**src/acs_pkg.sv**
```systemverilog
// Shared constants and types for the conversion sequencer
package acs_pkg;
   // -------------------------------------------------
   // Register byte offsets
   // -------------------------------------------------
   localparam logic [7:0] ACS_CTRL_A_OFS = 8'h00;
   localparam logic [7:0] ACS_CTRL_B_OFS = 8'h04;
   localparam logic [7:0] ACS_PWR_OFS    = 8'h08;
   localparam logic [7:0] ACS_CHAN_OFS   = 8'h0c;
   localparam logic [7:0] ACS_RES_LO_OFS = 8'h10;
   localparam logic [7:0] ACS_RES_HI_OFS = 8'h14;
   localparam logic [7:0] ACS_STAT_OFS   = 8'h18;
   // -------------------------------------------------
   // Field positions
   // -------------------------------------------------
   localparam int ACS_A_EN    = 7;
   localparam int ACS_A_START = 6;
   localparam int ACS_A_ATE   = 5;
   localparam int ACS_A_FLAG  = 4;
   localparam int ACS_A_PS    = 0;
   localparam int ACS_B_TS    = 0;
   localparam int ACS_B_DIFF  = 4;
   localparam int ACS_CHAN_W  = 5;
   localparam int ACS_PS_W    = 3;
   localparam int ACS_PSC_W   = 8;
   // -------------------------------------------------
   // Reset values and codes
   // -------------------------------------------------
   localparam logic [2:0] ACS_PS_RST  = 3'h0;
   localparam logic [2:0] ACS_TS_RST  = 3'h0;
   localparam logic [2:0] ACS_TS_FREE = 3'h0;
   localparam logic       ACS_PWR_RST = 1'h0;
   localparam int         ACS_SYNC_CYC = 3;
   // -------------------------------------------------
   // Conversion lengths in converter half cycles
   // -------------------------------------------------
   localparam logic [5:0] ACS_TOT_NORM  = 6'h1a; // 13
   localparam logic [5:0] ACS_SH_NORM   = 6'h03; // 1.5
   localparam logic [5:0] ACS_TOT_FIRST = 6'h32; // 25
   localparam logic [5:0] ACS_SH_FIRST  = 6'h1b; // 13.5
   localparam logic [5:0] ACS_TOT_AUTO  = 6'h1b; // 13.5
   localparam logic [5:0] ACS_SH_AUTO   = 6'h04; // 2
   localparam logic [5:0] ACS_TOT_DIFF  = 6'h1c; // 14
   localparam logic [5:0] ACS_SH_DIFF   = 6'h05; // 2.5
   // -------------------------------------------------
   // Types
   // -------------------------------------------------
   typedef enum logic {ACS_IDLE, ACS_CONV} acs_state_e;
   typedef struct packed {
      logic        psel;
      logic        penable;
      logic        pwrite;
      logic [7:0]  paddr;
      logic [31:0] pwdata;
   } acs_apb_req_s;
   typedef struct packed {
      logic        pready;
      logic        pslverr;
      logic [31:0] prdata;
   } acs_apb_rsp_s;
   typedef struct packed {
      logic                  enable;
      logic                  sample;
      logic                  done;
      logic [ACS_CHAN_W-1:0] channel;
   } acs_core_s;
   typedef struct packed {
      logic [ACS_PSC_W-1:0] cnt;
   } acs_psc_s;
   typedef struct packed {
      logic [ACS_SYNC_CYC-1:0] pipe;
   } acs_trg_s;
endpackage : acs_pkg

```
**src/acs_prescaler.sv**
```systemverilog
// Converter clock prescaler producing rise and fall ticks
`timescale 1ns/10ps
module acs_prescaler (
   // Clock and reset
   input  wire logic                     clock,
   input  wire logic                     arst_n,
   // Control
   input  wire logic                     clr,
   input  wire logic [acs_pkg::ACS_PS_W-1:0] sel,
   // Ticks
   output logic                          rise_tick,
   output logic                          fall_tick
);
   import acs_pkg::*;
   acs_psc_s               s_reg, s_next;
   logic [ACS_PSC_W:0]     ratio;
   logic [ACS_PSC_W-1:0]   top;
   logic [ACS_PSC_W-1:0]   half;

   // Ratio is two to the power sel plus one
   always_comb begin
      ratio     = (ACS_PSC_W+1)'(2) << sel;
      top       = ACS_PSC_W'(ratio - (ACS_PSC_W+1)'(1));
      half      = ratio[ACS_PSC_W:1] - ACS_PSC_W'(1);
      rise_tick = !clr && s_reg.cnt == top;
      fall_tick = !clr && s_reg.cnt == half;
      s_next    = s_reg;
      if (clr || s_reg.cnt == top) begin
         s_next.cnt = '0;
      end else begin
         s_next.cnt = s_reg.cnt + ACS_PSC_W'(1);
      end
   end

   always_ff @(posedge clock or negedge arst_n) begin
      if (!arst_n) begin
         s_reg <= '0;
      end else begin
         s_reg <= s_next;
      end
   end
endmodule : acs_prescaler

```
**src/acs_trigger.sv**
```systemverilog
// Trigger source selection and rising edge detection
`timescale 1ns/10ps
module acs_trigger #(
   parameter int NSRC = 8
) (
   // Clock and reset
   input  wire logic                    clock,
   input  wire logic                    arst_n,
   // Sources
   input  wire logic [NSRC-1:0]         src_in,
   input  wire logic [$clog2(NSRC)-1:0] sel,
   // Edge out
   output logic                         trig_edge
);
   import acs_pkg::*;
   acs_trg_s s_reg, s_next;

   // Delay line gives the fixed three-cycle sync latency
   always_comb begin
      s_next      = s_reg;
      s_next.pipe = {s_reg.pipe[ACS_SYNC_CYC-2:0], src_in[sel]};
      // Level must drop before a new edge counts, so a held flag
      // cannot retrigger until software clears it
      trig_edge   = s_reg.pipe[1] && !s_reg.pipe[2];
   end

   always_ff @(posedge clock or negedge arst_n) begin
      if (!arst_n) begin
         s_reg <= '0;
      end else begin
         s_reg <= s_next;
      end
   end
endmodule : acs_trigger

```
**src/acs_sequencer.sv**
```systemverilog
// Conversion sequencer: APB registers, start logic, timing
//
// What this block does
// - Start bit write begins one conversion when power reduction is off
// - Channel change during a conversion waits until it completes
// - Auto trigger enable lets the selected hardware source start runs
// - Rising trigger edge resets prescaler and starts a conversion
// - Held trigger level or edges during a conversion start nothing
// - Source flags set regardless of masking; must clear to retrigger
// - Complete flag as source gives free running after software start
// - Start bit reads one while busy; writing one while busy is ignored
// - Prescaler runs while enabled, held in reset while disabled
// - Software start begins on next rising converter clock edge
// - Normal conversion 13 cycles, first after enable 25 cycles
// - Sampling at 1.5 cycles, or 13.5 on the first conversion
// - Completion stores result, sets flag, clears start in single mode
// - Triggered runs sample two cycles after edge, 13.5 cycles long
// - Free running restarts at once, start bit stays high
// - Differential runs align to half-rate clock, 13 or 14 cycles
// - Channel takes effect only when enabled; no power when disabled
// - Low byte read blocks result updates until high byte read
`timescale 1ns/10ps
module acs_sequencer (
   // Clock and reset
   input  wire logic                 clock,
   input  wire logic                 arst_n,
   // APB slave
   input  wire acs_pkg::acs_apb_req_s apb_req,
   output acs_pkg::acs_apb_rsp_s     apb_rsp,
   // Hardware trigger sources 1 to 7
   input  wire logic [6:0]           trig_in,
   // Analog core
   input  wire logic [9:0]           core_result,
   output acs_pkg::acs_core_s        core
);
   import acs_pkg::*;

   // -------------------------------------------------
   // State
   // -------------------------------------------------
   typedef struct packed {
      acs_state_e            st;
      logic                  en;
      logic                  power_reduction_reg;
      logic                  ate;
      logic                  flag;
      logic                  strt_pend;
      logic                  first;
      logic                  diff;
      logic                  lock;
      logic                  half_clk;
      logic                  sample;
      logic                  done;
      logic [ACS_PS_W-1:0]   ps;
      logic [2:0]            ts;
      logic [ACS_CHAN_W-1:0] chan_pend;
      logic [ACS_CHAN_W-1:0] chan_act;
      logic [5:0]            hcnt;
      logic [5:0]            tot;
      logic [5:0]            sh;
      logic [7:0]            res_lo;
      logic [1:0]            res_hi;
      logic [31:0]           rdata;
   } acs_seq_s;

   acs_seq_s    s_reg, s_next;
   logic        rise_tick;
   logic        fall_tick;
   logic        tick;
   logic        psc_clr;
   logic        trig_edge;
   logic        en_eff;
   logic        busy;
   logic        trig_go;
   logic        sw_go;
   logic        free_mode;
   logic        done;
   logic        wr;
   logic        rd;
   logic        rd_start;
   logic [5:0]  hc_inc;
   logic [31:0] rd_val;
   logic [31:0] w;

   // -------------------------------------------------
   // Address decode
   // -------------------------------------------------
   function automatic logic map_hit(input logic [7:0] a);
      case (a)
         ACS_CTRL_A_OFS, ACS_CTRL_B_OFS, ACS_PWR_OFS, ACS_CHAN_OFS,
         ACS_RES_LO_OFS, ACS_RES_HI_OFS, ACS_STAT_OFS: map_hit = 1'b1;
         default: map_hit = 1'b0;
      endcase
   endfunction : map_hit

   // -------------------------------------------------
   // Submodules
   // -------------------------------------------------
   acs_prescaler u_psc (
      .clock     (clock),
      .arst_n    (arst_n),
      .clr       (psc_clr),
      .sel       (s_reg.ps),
      .rise_tick (rise_tick),
      .fall_tick (fall_tick)
   );

   // Slot zero is the complete flag, handled as free running below
   acs_trigger #(.NSRC(8)) u_trg (
      .clock     (clock),
      .arst_n    (arst_n),
      .src_in    ({trig_in, 1'b0}),
      .sel       (s_reg.ts),
      .trig_edge (trig_edge)
   );

   // -------------------------------------------------
   // Start and completion terms
   // -------------------------------------------------
   assign en_eff    = s_reg.en && !s_reg.power_reduction_reg;
   assign busy      = s_reg.st == ACS_CONV;
   assign free_mode = s_reg.ate && s_reg.ts == ACS_TS_FREE;
   // Edges while busy are simply dropped, not queued
   assign trig_go   = !busy && en_eff && s_reg.ate &&
                      s_reg.ts != ACS_TS_FREE && trig_edge;
   assign sw_go     = !busy && en_eff && s_reg.strt_pend &&
                      rise_tick && !trig_go;
   assign psc_clr   = !en_eff || trig_go;
   assign tick      = rise_tick || fall_tick;
   assign hc_inc    = s_reg.hcnt + 6'h01;
   assign done      = busy && tick && hc_inc == s_reg.tot;
   assign rd_start  = s_reg.strt_pend || busy;

   // APB strobes, effects only in the access phase
   assign wr = apb_req.psel && apb_req.penable && apb_req.pwrite;
   assign rd = apb_req.psel && apb_req.penable && !apb_req.pwrite;
   assign w  = apb_req.pwdata;

   // Zero wait states; unmapped addresses answer with an error
   assign apb_rsp.pready  = 1'b1;
   assign apb_rsp.pslverr = apb_req.psel && apb_req.penable &&
                            !map_hit(apb_req.paddr);
   assign apb_rsp.prdata  = s_reg.rdata;

   // Core side; power is gated by the effective enable
   assign core.enable  = en_eff;
   assign core.sample  = s_reg.sample;
   assign core.done    = s_reg.done;
   assign core.channel = s_reg.chan_act;

   // -------------------------------------------------
   // Read mux
   // -------------------------------------------------
   always_comb begin
      rd_val = '0;
      case (apb_req.paddr)
         ACS_CTRL_A_OFS: begin
            rd_val[ACS_A_EN]    = s_reg.en;
            rd_val[ACS_A_START] = rd_start;
            rd_val[ACS_A_ATE]   = s_reg.ate;
            rd_val[ACS_A_FLAG]  = s_reg.flag;
            rd_val[ACS_A_PS+:ACS_PS_W] = s_reg.ps;
         end
         ACS_CTRL_B_OFS: begin
            rd_val[ACS_B_TS+:3] = s_reg.ts;
            rd_val[ACS_B_DIFF]  = s_reg.diff;
         end
         ACS_PWR_OFS:    rd_val[0] = s_reg.power_reduction_reg;
         ACS_CHAN_OFS: begin
            rd_val[ACS_CHAN_W-1:0] = s_reg.chan_pend;
            rd_val[8+:ACS_CHAN_W]  = s_reg.chan_act;
         end
         ACS_RES_LO_OFS: rd_val[7:0] = s_reg.res_lo;
         ACS_RES_HI_OFS: rd_val[1:0] = s_reg.res_hi;
         ACS_STAT_OFS:   rd_val[3:0] = {s_reg.lock, s_reg.half_clk,
                                        s_reg.first, busy};
         default:        rd_val = '0;
      endcase
   end

   // -------------------------------------------------
   // Next state
   // -------------------------------------------------
   always_comb begin
      s_next        = s_reg;
      s_next.sample = 1'b0;
      s_next.done   = 1'b0;
      // Half-rate clock follows converter clock rising edges
      if (psc_clr) begin
         s_next.half_clk = 1'b0;
      end else if (rise_tick) begin
         s_next.half_clk = !s_reg.half_clk;
      end
      // Register writes
      if (wr) begin
         case (apb_req.paddr)
            ACS_CTRL_A_OFS: begin
               s_next.en  = w[ACS_A_EN];
               s_next.ate = w[ACS_A_ATE];
               s_next.ps  = w[ACS_A_PS+:ACS_PS_W];
               if (w[ACS_A_EN] && !s_reg.en) begin
                  s_next.first = 1'b1;
               end
               if (w[ACS_A_FLAG]) begin
                  s_next.flag = 1'b0;
               end
               if (w[ACS_A_START] && w[ACS_A_EN] && !s_reg.power_reduction_reg &&
                   !busy) begin
                  s_next.strt_pend = 1'b1;
               end
            end
            ACS_CTRL_B_OFS: begin
               s_next.ts   = w[ACS_B_TS+:3];
               s_next.diff = w[ACS_B_DIFF];
            end
            ACS_PWR_OFS:  s_next.power_reduction_reg = w[0];
            ACS_CHAN_OFS: s_next.chan_pend = w[ACS_CHAN_W-1:0];
            default: ;
         endcase
      end
      // Byte pair lock: low read freezes, high read frees
      if (rd && apb_req.paddr == ACS_RES_LO_OFS) begin
         s_next.lock = 1'b1;
      end
      if (rd && apb_req.paddr == ACS_RES_HI_OFS) begin
         s_next.lock = 1'b0;
      end
      // Channel tracks the pending value while idle and enabled, and is reloaded at a free running restart
      if (!busy && en_eff) begin
         s_next.chan_act = s_reg.chan_pend;
      end
      // Conversion sequencing
      case (s_reg.st)
         ACS_IDLE: begin
            if (trig_go || sw_go) begin
               s_next.st   = ACS_CONV;
               s_next.hcnt = '0;
               if (s_reg.first) begin
                  s_next.tot   = ACS_TOT_FIRST;
                  s_next.sh    = ACS_SH_FIRST;
                  s_next.first = 1'b0;
               end else if (trig_go) begin
                  s_next.tot = ACS_TOT_AUTO;
                  s_next.sh  = ACS_SH_AUTO;
               end else if (s_reg.diff && s_reg.half_clk) begin
                  s_next.tot = ACS_TOT_DIFF;
                  s_next.sh  = ACS_SH_DIFF;
               end else begin
                  s_next.tot = ACS_TOT_NORM;
                  s_next.sh  = ACS_SH_NORM;
               end
            end
         end
         ACS_CONV: begin
            if (tick) begin
               s_next.hcnt = hc_inc;
               if (hc_inc == s_reg.sh) begin
                  s_next.sample = 1'b1;
               end
            end
            if (done) begin
               s_next.done = 1'b1;
               s_next.flag = 1'b1;
               if (!s_reg.lock) begin
                  s_next.res_lo = core_result[7:0];
                  s_next.res_hi = core_result[9:8];
               end
               if (free_mode) begin
                  // Restart at once; diff runs here are always 14
                  s_next.hcnt     = '0;
                  s_next.chan_act = s_reg.chan_pend;
                  s_next.tot = s_reg.diff ? ACS_TOT_DIFF : ACS_TOT_NORM;
                  s_next.sh  = s_reg.diff ? ACS_SH_DIFF : ACS_SH_NORM;
               end else begin
                  s_next.st        = ACS_IDLE;
                  s_next.strt_pend = 1'b0;
               end
            end
         end
         default: s_next.st = ACS_IDLE;
      endcase
      // Disabling aborts any run in progress; a start written together
      // with the enable bit must survive the still-disabled cycle
      if (!en_eff) begin
         s_next.st   = ACS_IDLE;
         s_next.hcnt = '0;
         if (!s_next.en || s_next.power_reduction_reg) begin
            s_next.strt_pend = 1'b0;
         end
      end
      // Read data is captured in the setup phase
      if (apb_req.psel && !apb_req.penable) begin
         s_next.rdata = rd_val;
      end
   end

   // -------------------------------------------------
   // State register
   // -------------------------------------------------
   always_ff @(posedge clock or negedge arst_n) begin
      if (!arst_n) begin
         s_reg     <= '0;
         s_reg.st  <= ACS_IDLE;
         s_reg.power_reduction_reg <= ACS_PWR_RST;
         s_reg.ps  <= ACS_PS_RST;
         s_reg.ts  <= ACS_TS_RST;
      end else begin
         s_reg <= s_next;
      end
   end
endmodule : acs_sequencer

```
**config.mk**
```make
export PLATFORM = sky130hd
export DESIGN_NAME = acs_sequencer
export DESIGN_NICKNAME = d
export VERILOG_FILES = /design/src/acs_pkg.sv /design/src/acs_prescaler.sv /design/src/acs_trigger.sv /design/src/acs_sequencer.sv
export SDC_FILE = /design/constraint.sdc
export NUM_CORES = 1
export LEC_CHECK = 0
export BUFFER_PORTS_ARGS = -buffer_cell sky130_fd_sc_hd__buf_2
export CORE_UTILIZATION = 56
export CTS_BUF_LIST = sky130_fd_sc_hd__clkbuf_8
export DETAILED_ROUTE_END_ITERATION = 8
export GPL_TIMING_DRIVEN = 1
export PLACE_DENSITY = 0.82
export SLEW_MARGIN = 15
export SYNTH_ARGS = -nofsm -noshare
export SYNTH_HDL_FRONTEND = slang
export SYNTH_SLANG_ARGS = --single-unit
```
**constraint.sdc**
```tcl
create_clock -name clock -period 3.61 [get_ports clock]
set_input_delay 0 -clock clock [delete_from_list [all_inputs] [get_ports clock]]
set_output_delay 0 -clock clock [all_outputs]
set_load 0.005 [all_outputs]
```
======== Word level (Yosys, flattened, before mapping) ========
Index checks and enable logic that the tools add are counted.
storage, ports and cells
  word-level logic and storage cells ...... 155
  input port bits ......................... 62
  flip-flop bits (word level) ............. 80
operators by class
  order comparisons ....................... 1
  reductions and logical operators ........ 55
  shifts and indexed selects .............. 1
  mux-type cells .......................... 54
  equal/unequal tests ..................... 14
  add/subtract/negate cells ............... 4
  bitwise operators ....................... 2
operators with widths
  kind                 number
  $pmux 18 s2          1
  $mux 33              1
  $logic_and 1x1->1    26
  $mux 1               25
  $eq 8x5->1 const B   3
  $mux 23              1
  $mux 18              1
  $mux 9               2
  $eq 8x4->1 const B   2
  $eq 8x8->1           2
  $sub 8x1->8 const B  2
  $mux 5               3
  $eq 6x6->1           2
  $logic_not 1->1      12
  $mux 12              1
  $mux 6               2
  $mux 10              1
  $shl 2x3->9 const A  1
  $add 8x1->8 const B  1
  $eq 8x3->1 const B   1
  $logic_not 8->1      1
  $mux 8               1
  $mux 7               1
  $pmux 1 s7           1
  other kinds (23)     37

======== Logic depth before layout (Yosys ltp) ========
Gate-level depths: netlist of the first run.
  depth in word-level cells ............... 16
  mapped depth ............................ 13
  mapped depth without buffers ............ 10

======== By module ========
Synthesis of the first run repeated with hierarchy kept, for this count alone.
unflattened totals
  cells, all modules ...................... 463
  area total of the unflattened synthesis .. 4,575.6 sq um
by module, submodules not included
  module         area each (sq um)  times used  cells an instance
  acs_sequencer  3,629.7            1           357
  acs_prescaler  800.8              1           99
  acs_trigger    145.1              1           7

======== Least setup slack after synthesis of the first run ========
No wires, ideal clock.
  path type ............................... reg2reg
  start point ............................. register s_reg[75] in the netlist's numbering
  end point ............................... register s_reg[52] in the netlist's numbering
  slack ................................... 604 ps
  arrival ................................. 2,878 ps
  cell stages (with the launch flop) ...... 12
  path through ............................ dfrtp_1 buf_6 or3_4 ha_1 buf_2 nor2b_1 mux2_2 a221oi_2 nor4_4 a21boi_0 nand2_1 or2_2
on the way
  word-level cells in the longest chain between the ends .. 9
ends and longest elaborated chain
  element                                                           RTL line                                    source
  start: declaration                                                acs_sequencer.sv:66                         acs_seq_s s_reg, s_next;
  start signal: assignment                                          acs_sequencer.sv:308                        s_reg <= s_next;
  $shl 2x3->9 *                                                     acs_prescaler.sv:22                         ratio = (ACS_PSC_W+1)'(2) << sel;
  $sub 8x1->8 (on tied branches)                                    acs_prescaler.sv:23, acs_prescaler.sv:24
  $eq 8x8->1 (on tied branches)                                     acs_prescaler.sv:25, acs_prescaler.sv:26
  $logic_and 1x1->1 (on tied branches)                              acs_prescaler.sv:25, acs_prescaler.sv:26
  $logic_and 1x1->1 / $logic_or 1x1->1 (equally long branches)      acs_sequencer.sv:126, acs_sequencer.sv:129
  $logic_and 1x1->1 (on tied branches)                              acs_sequencer.sv:127, acs_sequencer.sv:131
  $logic_or 1x1->1 / $logic_and 1x1->1 (equally long branches)      acs_sequencer.sv:235, acs_sequencer.sv:131
  $ne 2x2->1 (no source line) / $ne 2x1->1 (equally long branches)  -
  $reduce_and 3->1 (no source line) *                               -
Mark *: on every way between the ends. The rest lies on a longest branch, timed or not.
A chain may end at the register's enable or synchronous reset.

======== Worst setup path in the final report of the first run ========
  start point ............................. register s_reg[75] in the netlist's numbering
  end point ............................... register s_reg[40] in the netlist's numbering
on the way
  word-level cells in the longest chain between the ends .. 8
ends and longest elaborated chain
  element                               RTL line                                  source
  $shl 2x3->9 *                         acs_prescaler.sv:22
  $sub 8x1->8 (on tied branches)        acs_prescaler.sv:23, acs_prescaler.sv:24
  $eq 8x8->1 (on tied branches)         acs_prescaler.sv:25, acs_prescaler.sv:26
  $logic_and 1x1->1 (on tied branches)  acs_prescaler.sv:25, acs_prescaler.sv:26
  $logic_or 1x1->1 *                    acs_sequencer.sv:129                      assign tick = rise_tick || fall_tick;
  $logic_and 1x1->1 * (2 in series)     acs_sequencer.sv:131                      assign done = busy && tick && hc_inc == s_reg.tot;
  $reduce_and 3->1 (no source line) *   -
Marked as above.

==> results of run 1 <==
## metrics by stage
stage	utilization, %	hold slack [ns]
after global placement	59.9	0.204
final	64.9	0.0409
after global routing	64.9	0.0866
after detailed placement	59.9	0.214
after floorplan	-	-0.296
after CTS	64.9	0.0282
## area by class of cell
type,instances,area (um^2),share of cell area [%]
Clock buffer,9,124,2.46
Inverter,10,37.5,0.745
Timing Repair Buffer,82,520,10.3
Clock inverter,7,63.8,1.27
Tap cell,102,128,2.53
Multi-Input combinational cell,341,2240,44.4
Sequential cell,77,1930,38.2
## worst max-delay path, cell delays in order, from the launching register on
cell and delay, ns:
dfrtp_1 0.45, or3_4 0.42, ha_1 0.36, or3_1 0.39, a21oi_1 0.15, a311oi_1 0.09, nor4_4 0.43, o21ai_2 0.20
nor2_4 0.33, mux2_2 0.39
## worst paths after layout
kind                                       endpoint  cells after the start  slack [ns]                      from
max in group asynchronous         core[5]$_DFF_PN0_                      2        2.64                    arst_n
hold reg to reg            u_trg.s_reg[1]$_DFF_PN0_                      0        0.36  u_trg.s_reg[0]$_DFF_PN0_
setup reg to reg              s_reg[40]$_DFFE_PN0P_                      9        0.29     s_reg[75]$_DFFE_PN0P_
min in group asynchronous     s_reg[57]$_DFFE_PN0P_                      2        0.30                    arst_n
setup / recovery              s_reg[40]$_DFFE_PN0P_                      9        0.29     s_reg[75]$_DFFE_PN0P_
hold / removal             u_trg.s_reg[0]$_DFF_PN0_                      5        0.04                trig_in[1]
## kinds of logic (layout without fill, tap and decap cells)
family,Yosys count,in the layout
XOR/XNOR,27,27
multiplexers,33,33
buffers and inverters,72,108
AO/OA/AOI/OAI,86,86
other,2,20
flip-flops,77,77
adder cells (fa/ha/maj),3,3
AND/OR/NAND/NOR,172,172
## cell usage in the layout (no fill, tap or decap), types with 4 or more instances in the layout
cell	synthesis	routed
o21ai_0	26	26
and3_1	6	6
nor4_1	4	4
clkbuf_8	0	9
xnor2_1	14	14
dfrtp_1	77	77
nand2_1	59	59
a21oi_1	14	14
inv_1	10	10
nor2b_1	5	5
nand2b_1	5	5
nand3_1	21	21
mux2_2	25	25
nor2_1	23	23
nor3_1	9	9
mux2i_1	7	7
buf_4	43	4
conb_1	2	20
xor2_1	11	11
a31oi_1	4	4
or3_1	9	9
dlygate4sd3_1	0	20
buf_2	3	58
nor3b_1	5	5
## power groups by stage
stage | Combinational (W) | Clock [W] | Sequential (W)
finish | 0.000123 | 0.000638 | 0.000871
global route | 0.000137 | 0.000681 | 0.000872
CTS | 0.000121 | 0.000646 | 0.000871
detailed placement | 0.000105 | 0 | 0.000888
global placement | 0.000102 | 0 | 0.000888
floorplan | 0.0000692 | 0 | 0.000887
## metal layers
metal / track usage, % / routed length (um) / part of all wire (%)
met5: 0 / 0 / 0
met4: 9.77 / 199 / 2.0
met3: 4.64 / 589 / 5.8
met2: 43.0 / 4980 / 49
met1: 32.8 / 4380 / 43
## repair_timing
action | 4_1_cts | 5_1_grt
resized for setup | 0 | 2
endpoints found under the hold margin | 106 | 0
hold buffers | 20 | 0
setup endpoints to repair | 0 | 8
==> results.py, run 1 <==
metrics = {
    "status": {
        "status": "finished, final reports clean",
    },
    "floorplanning": {
        "chipWidth_um": 92.0,
        "dieArea_um2": 8470,
        "fp.dieH_um": 92.0,
        "ioPinCount": 104,
        "core_area_um2": 7770,
        "start_util_pct": 58.5,
        "num_rows": 32,
    },
    "synth": {
        "synthTopCellsByCount": "dfrtp_1, nand2_1, buf_4, o21ai_0, mux2_2",
        "netlist_instances": 472,
        "synth_compound_area_share_pct": 12.8,
        "synth_top_family_by_area": "simple AND/OR/NAND/NOR gates",
        "yosys.area.top_type_share_pct": 42.4,
        "synth_fa_ha_area_share_pct": 0.827,
        "synth_top_cell_by_area": "dfrtp_1",
        "yosys.area_share.simple_pct": 20.0,
        "post-synth-top-count-cell": "dfrtp_1",
        "netlist_area_um2": 4540,
        "seq_area_frac_synth_pct": 42.4,
        "synth-seq-cells": 77,
        "synth_xor_area_share_pct": 5.81,
        "synth_mux_area_share_pct": 8.24,
        "yosys_warnings": 0,
        "synthTopCellsByArea": "dfrtp_1, buf_4, mux2_2",
        "async_flop_share_pct": 100,
        "syn_avg_cell_area_um2": 9.62,
        "synth_cell_types": 71,
        "synth_edf_count": 0,
        "synth-main-ff-cell": "dfrtp_1",
    },
    "cells_and_area": {
        "largest_reg_flops": 45,
        "antenna_cells": 0,
        "design_area_um2": 5040,
        "fillCellCount": 626,
        "drive_gt1_share_pct": 23.2,
        "nNetsFinal": 586,
        "layoutNonFillerInstCount": 628,
        "area_delta_synth_final_pct": 11.0,
    },
    "placed_design": {
        "port_buffers": 59,
        "place_area_um2": 4650,
        "gp_congestion": 0.871,
        "hpwl_um": 7140,
        "dp_worst_setup_slack_ns": 0.266,
        "dp.cells": 592,
    },
    "global_routing": {
        "grt_antenna_before_repair": 0,
        "grt_pass1_wl_um": 17000,
        "grt_use_total_pct": 25.6,
        "grt_max_degree": 78,
        "grt_pass1_vias": 3618,
        "grt_overflow": 0,
    },
    "sta": {
        "period_needed_ns": 3.32,
        "min_period_over_period_pct": 92.1,
        "setup_viol": 0,
        "hold_violations": 0,
        "maxSlewViolCount": 0,
        "fmax_mhz": 301,
        "relSlewSlack_pct": 34.8,
        "fin_ws_ns": 0.285,
        "tightest_slew_ns": 0.978,
        "rsz0062_at_grt": "no",
        "finalSetupTns_ns": 0,
        "skew_ns": 0.0123,
    },
    "clock_tree": {
        "cts_setup_buffers": 0,
        "cts_root_buffer": "clkbuf_8",
        "cts_tree": "yes",
        "clock_latency_ns": 0.36,
        "numClockSinks": 77,
        "cts_htree_levels": 3,
        "cts_max_path_buffers": 2,
        "clk_pin_slew_ns": 0.09,
        "cts_buffers": 9,
    },
    "pwr": {
        "power_frac_seq_pct": 53.4,
        "p_leak_nw": 2.34,
        "power_density_nw_per_um2": 324,
        "power_w": 0.00163,
        "peakVddDrop_uv": 215,
        "intPower_w": 0.00118,
        "pwr-share-clk_pct": 39.1,
        "p_sw_share_pct": 27.4,
        "pwr-share-comb_pct": 7.5,
        "switchingPower_w": 0.000447,
    },
    "drt": {
        "routed_wirelength_um": 10100,
        "wl_per_cell_um": 16.2,
        "drcViolationCount": 0,
        "vias": 3689,
        "drtIter0Drc": 192,
        "first_pass_iters": 5,
        "drt-vias-per-instance": 5.87,
        "ant_nets": 0,
    },
    "flow_run": {
        "cap_violations": 0,
    },
    "worst_setup_path": {
        "crit_required_ns": 3.86,
        "timing.setup.critical_path_class": "flip-flop to flip-flop",
        "startpoint_type": "flip-flop",
        "crit_arrival_ns": 3.58,
        "crit_path_max_fanout": 13,
        "critPathCaptureType": "flip-flop",
    },
    "worst_hold_path": {
        "hold_path_class": "primary input to flip-flop",
    },
}
Note: power is estimated with default switching activity, not from simulation.
==> inputs of run 2 (changes only) <==
Settings changed: ABC_AREA set to 1, PLACE_DENSITY 0.82 to 0.83.
==> run 2 against run 1 <==
Effect of this change: wire length increased by 0.55%; sequential share of layout area rose by 0.95 points; worst setup slack gained 0.37 ns; hold slack improved by 0.00058 ns; die area fell by 3.3%; fmax rose by 12%; register-to-register slack gained 0.37 ns; core utilization is 1.5 points higher; combinational power rose by 12%; via count up 9.0%; critical path depth up 6; synthesized area shrank 3.3%.
==> results.py, run 2 <==
metrics = {
    "placed_design": {
        "dp.cells": 702,
        "dp_worst_setup_slack_ns": 0.742,
        "hpwl_um": 7210,
        "port_buffers": 59,
        "gp_congestion": 0.930,
    },
    "cells_and_area": {
        "layoutNonFillerInstCount": 738,
        "nNetsFinal": 699,
        "area_delta_synth_final_pct": 12.0,
        "multi_input_area_um2": 1940,
        "final_common_cell": "nand2_1",
        "largest_reg_flops": 45,
        "layout_common_cells": "nand2_1, dfrtp_1, buf_2",
        "fillCellCount": 600,
        "regArea_um2": 1930,
        "drive_gt1_share_pct": 15.3,
        "antenna_cells": 0,
    },
    "synth": {
        "synth_cell_types": 41,
        "seq_area_frac_synth_pct": 43.9,
        "netlist_instances": 574,
        "synthTopCellsByArea": "dfrtp_1, nand2_1, buf_4",
        "yosys_warnings": 0,
        "syn_avg_cell_area_um2": 7.65,
        "synth_edf_count": 0,
        "synth-main-ff-cell": "dfrtp_1",
        "netlist_area_um2": 4390,
        "yosys.area.top_type_share_pct": 43.9,
        "synthTopCellsByCount": "nand2_1, dfrtp_1, nor2_1, nand3_1, inv_1",
        "post-synth-top-count-cell": "nand2_1",
        "synth-seq-cells": 77,
        "synth_top_cell_by_area": "dfrtp_1",
        "async_flop_share_pct": 100,
    },
    "sta": {
        "min_period_over_period_pct": 82.0,
        "tightest_slew_ns": 0.953,
        "skew_ns": 0.0108,
        "rsz0062_at_grt": "no",
        "maxSlewViolCount": 0,
        "fmax_mhz": 338,
        "setup_viol": 0,
        "finalSetupTns_ns": 0,
        "hold_violations": 0,
        "relSlewSlack_pct": 36.5,
        "period_needed_ns": 2.96,
        "fin_hold_ws_ns": 0.0415,
        "fin_ws_ns": 0.651,
    },
    "floorplanning": {
        "core_area_um2": 7410,
        "chipWidth_um": 90.5,
        "fp.dieH_um": 90.5,
        "start_util_pct": 59.2,
        "dieArea_um2": 8200,
        "num_rows": 31,
        "ioPinCount": 104,
    },
    "clock_tree": {
        "clock_latency_ns": 0.36,
        "cts_htree_levels": 3,
        "clk_pin_slew_ns": 0.08,
        "cts_max_path_buffers": 2,
        "cts_tree": "yes",
        "cts_buffers": 9,
        "cts_root_buffer": "clkbuf_8",
        "cts_resized": 0,
        "numClockSinks": 77,
    },
    "worst_hold_path": {
        "hold_path_class": "primary input to flip-flop",
    },
    "worst_setup_path": {
        "timing.setup.critical_path_class": "flip-flop to flip-flop",
        "crit_arrival_ns": 3.19,
        "critPathCaptureType": "flip-flop",
        "crit_path_max_fanout": 13,
        "startpoint_type": "flip-flop",
        "crit_required_ns": 3.84,
    },
    "global_routing": {
        "grt_overflow": 0,
        "grt_antenna_before_repair": 0,
        "grt_use_total_pct": 26.7,
        "grt_max_degree": 78,
        "grt_pass1_vias": 3846,
        "grt_pass1_wl_um": 17700,
    },
    "pwr": {
        "peakVddDrop_uv": 213,
        "power_w": 0.00166,
        "p_leak_nw": 2.45,
        "power_density_nw_per_um2": 338,
    },
    "drt": {
        "drcViolationCount": 0,
        "vias": 4021,
        "drtIter0Drc": 395,
        "ant_nets": 0,
        "routed_wirelength_um": 10200,
        "wl_per_cell_um": 13.8,
        "first_pass_iters": 5,
        "drt-vias-per-instance": 5.45,
    },
    "flow_run": {
        "cap_violations": 0,
    },
    "status": {
        "status": "finished, final reports clean",
    },
}
run 2: cell families after synthesis:
group	share of synthesized area, %
simple gates	29.2
buf+inv	13.4
compound gates	10.2
flops	43.9
xor+xnor	2.00
fa+ha+maj	0.855
other cells	0.171
mux	0.257
run 2: area by class of cell:
type,count,area share [%]
timing repair buffer,80,10.3
sequential,77,39.2
tap,99,2.52
clock inverter,6,1.15
clock buffer,10,2.80
inverter,60,4.58
multi-input combinational,406,39.5
run 2: path summary, 6_finish.rpt:
path	from	slack, ns	cells past startpoint	to
max	s_reg[75]$_DFFE_PN0P_	0.65	15	s_reg[58]$_DFFE_PN0P_
min	apb_req[40]	0.04	4	s_reg[79]$_DFFE_PN0P_
max reg2reg	s_reg[75]$_DFFE_PN0P_	0.65	15	s_reg[58]$_DFFE_PN0P_
min reg2reg	u_trg.s_reg[0]$_DFF_PN0_	0.35	0	u_trg.s_reg[1]$_DFF_PN0_
max in group asynchronous	arst_n	2.66	2	u_psc.s_reg[1]$_DFF_PN0_
min in group asynchronous	arst_n	0.33	2	s_reg[32]$_DFFE_PN0P_
run 2: where the power goes:
part	switching (W)	internal, W	total, W
clock	0.000348	0.000281	0.000629
combinational	0.0000804	0.0000580	0.000138
sequential	0.0000139	0.000881	0.000895
total	0.000442	0.00122	0.00166
run 2: metrics by stage:
step           utilization, %  cell area, um^2
2_1_floorplan               -             4460
6_report                 66.4             4920
3_3_place_gp             61.0             4520
5_1_grt                  66.4             4920
4_1_cts                  66.4             4920
3_5_place_dp             61.0             4520
run 2: metal layers:
metal | GRT usage (%) | up-vias | share of wire [%] | wire (um)
li1 | - | 1918 | - | -
met1 | 35.8 | 1905 | 43 | 4390
met2 | 43.4 | 175 | 48 | 4910
met3 | 5.22 | 23 | 6.8 | 696
met4 | 8.74 | 0 | 2.0 | 208
met5 | 0 | - | 0 | 0
run 2: repair_timing:
action | 4_1_cts | 5_1_grt
endpoints found under the setup margin | 0 | 0
hold buffers | 20 | 0
setup buffers | 0 | 0
endpoints found under the hold margin | 103 | 0
run 2: worst max-delay path, stage by stage (launching register included):
cell	delay (ns)
dfrtp_1	0.51
inv_2	0.22
nand2_1	0.13
ha_1	0.37
nand2_1	0.09
nand2_1	0.05
nor2_1	0.09
nand2_1	0.06
nor2_1	0.15
nand2_1	0.11
nor2_4	0.11
nand3_2	0.11
nand2_4	0.17
nand3_2	0.26
nand3_1	0.32
nor2_1	0.09
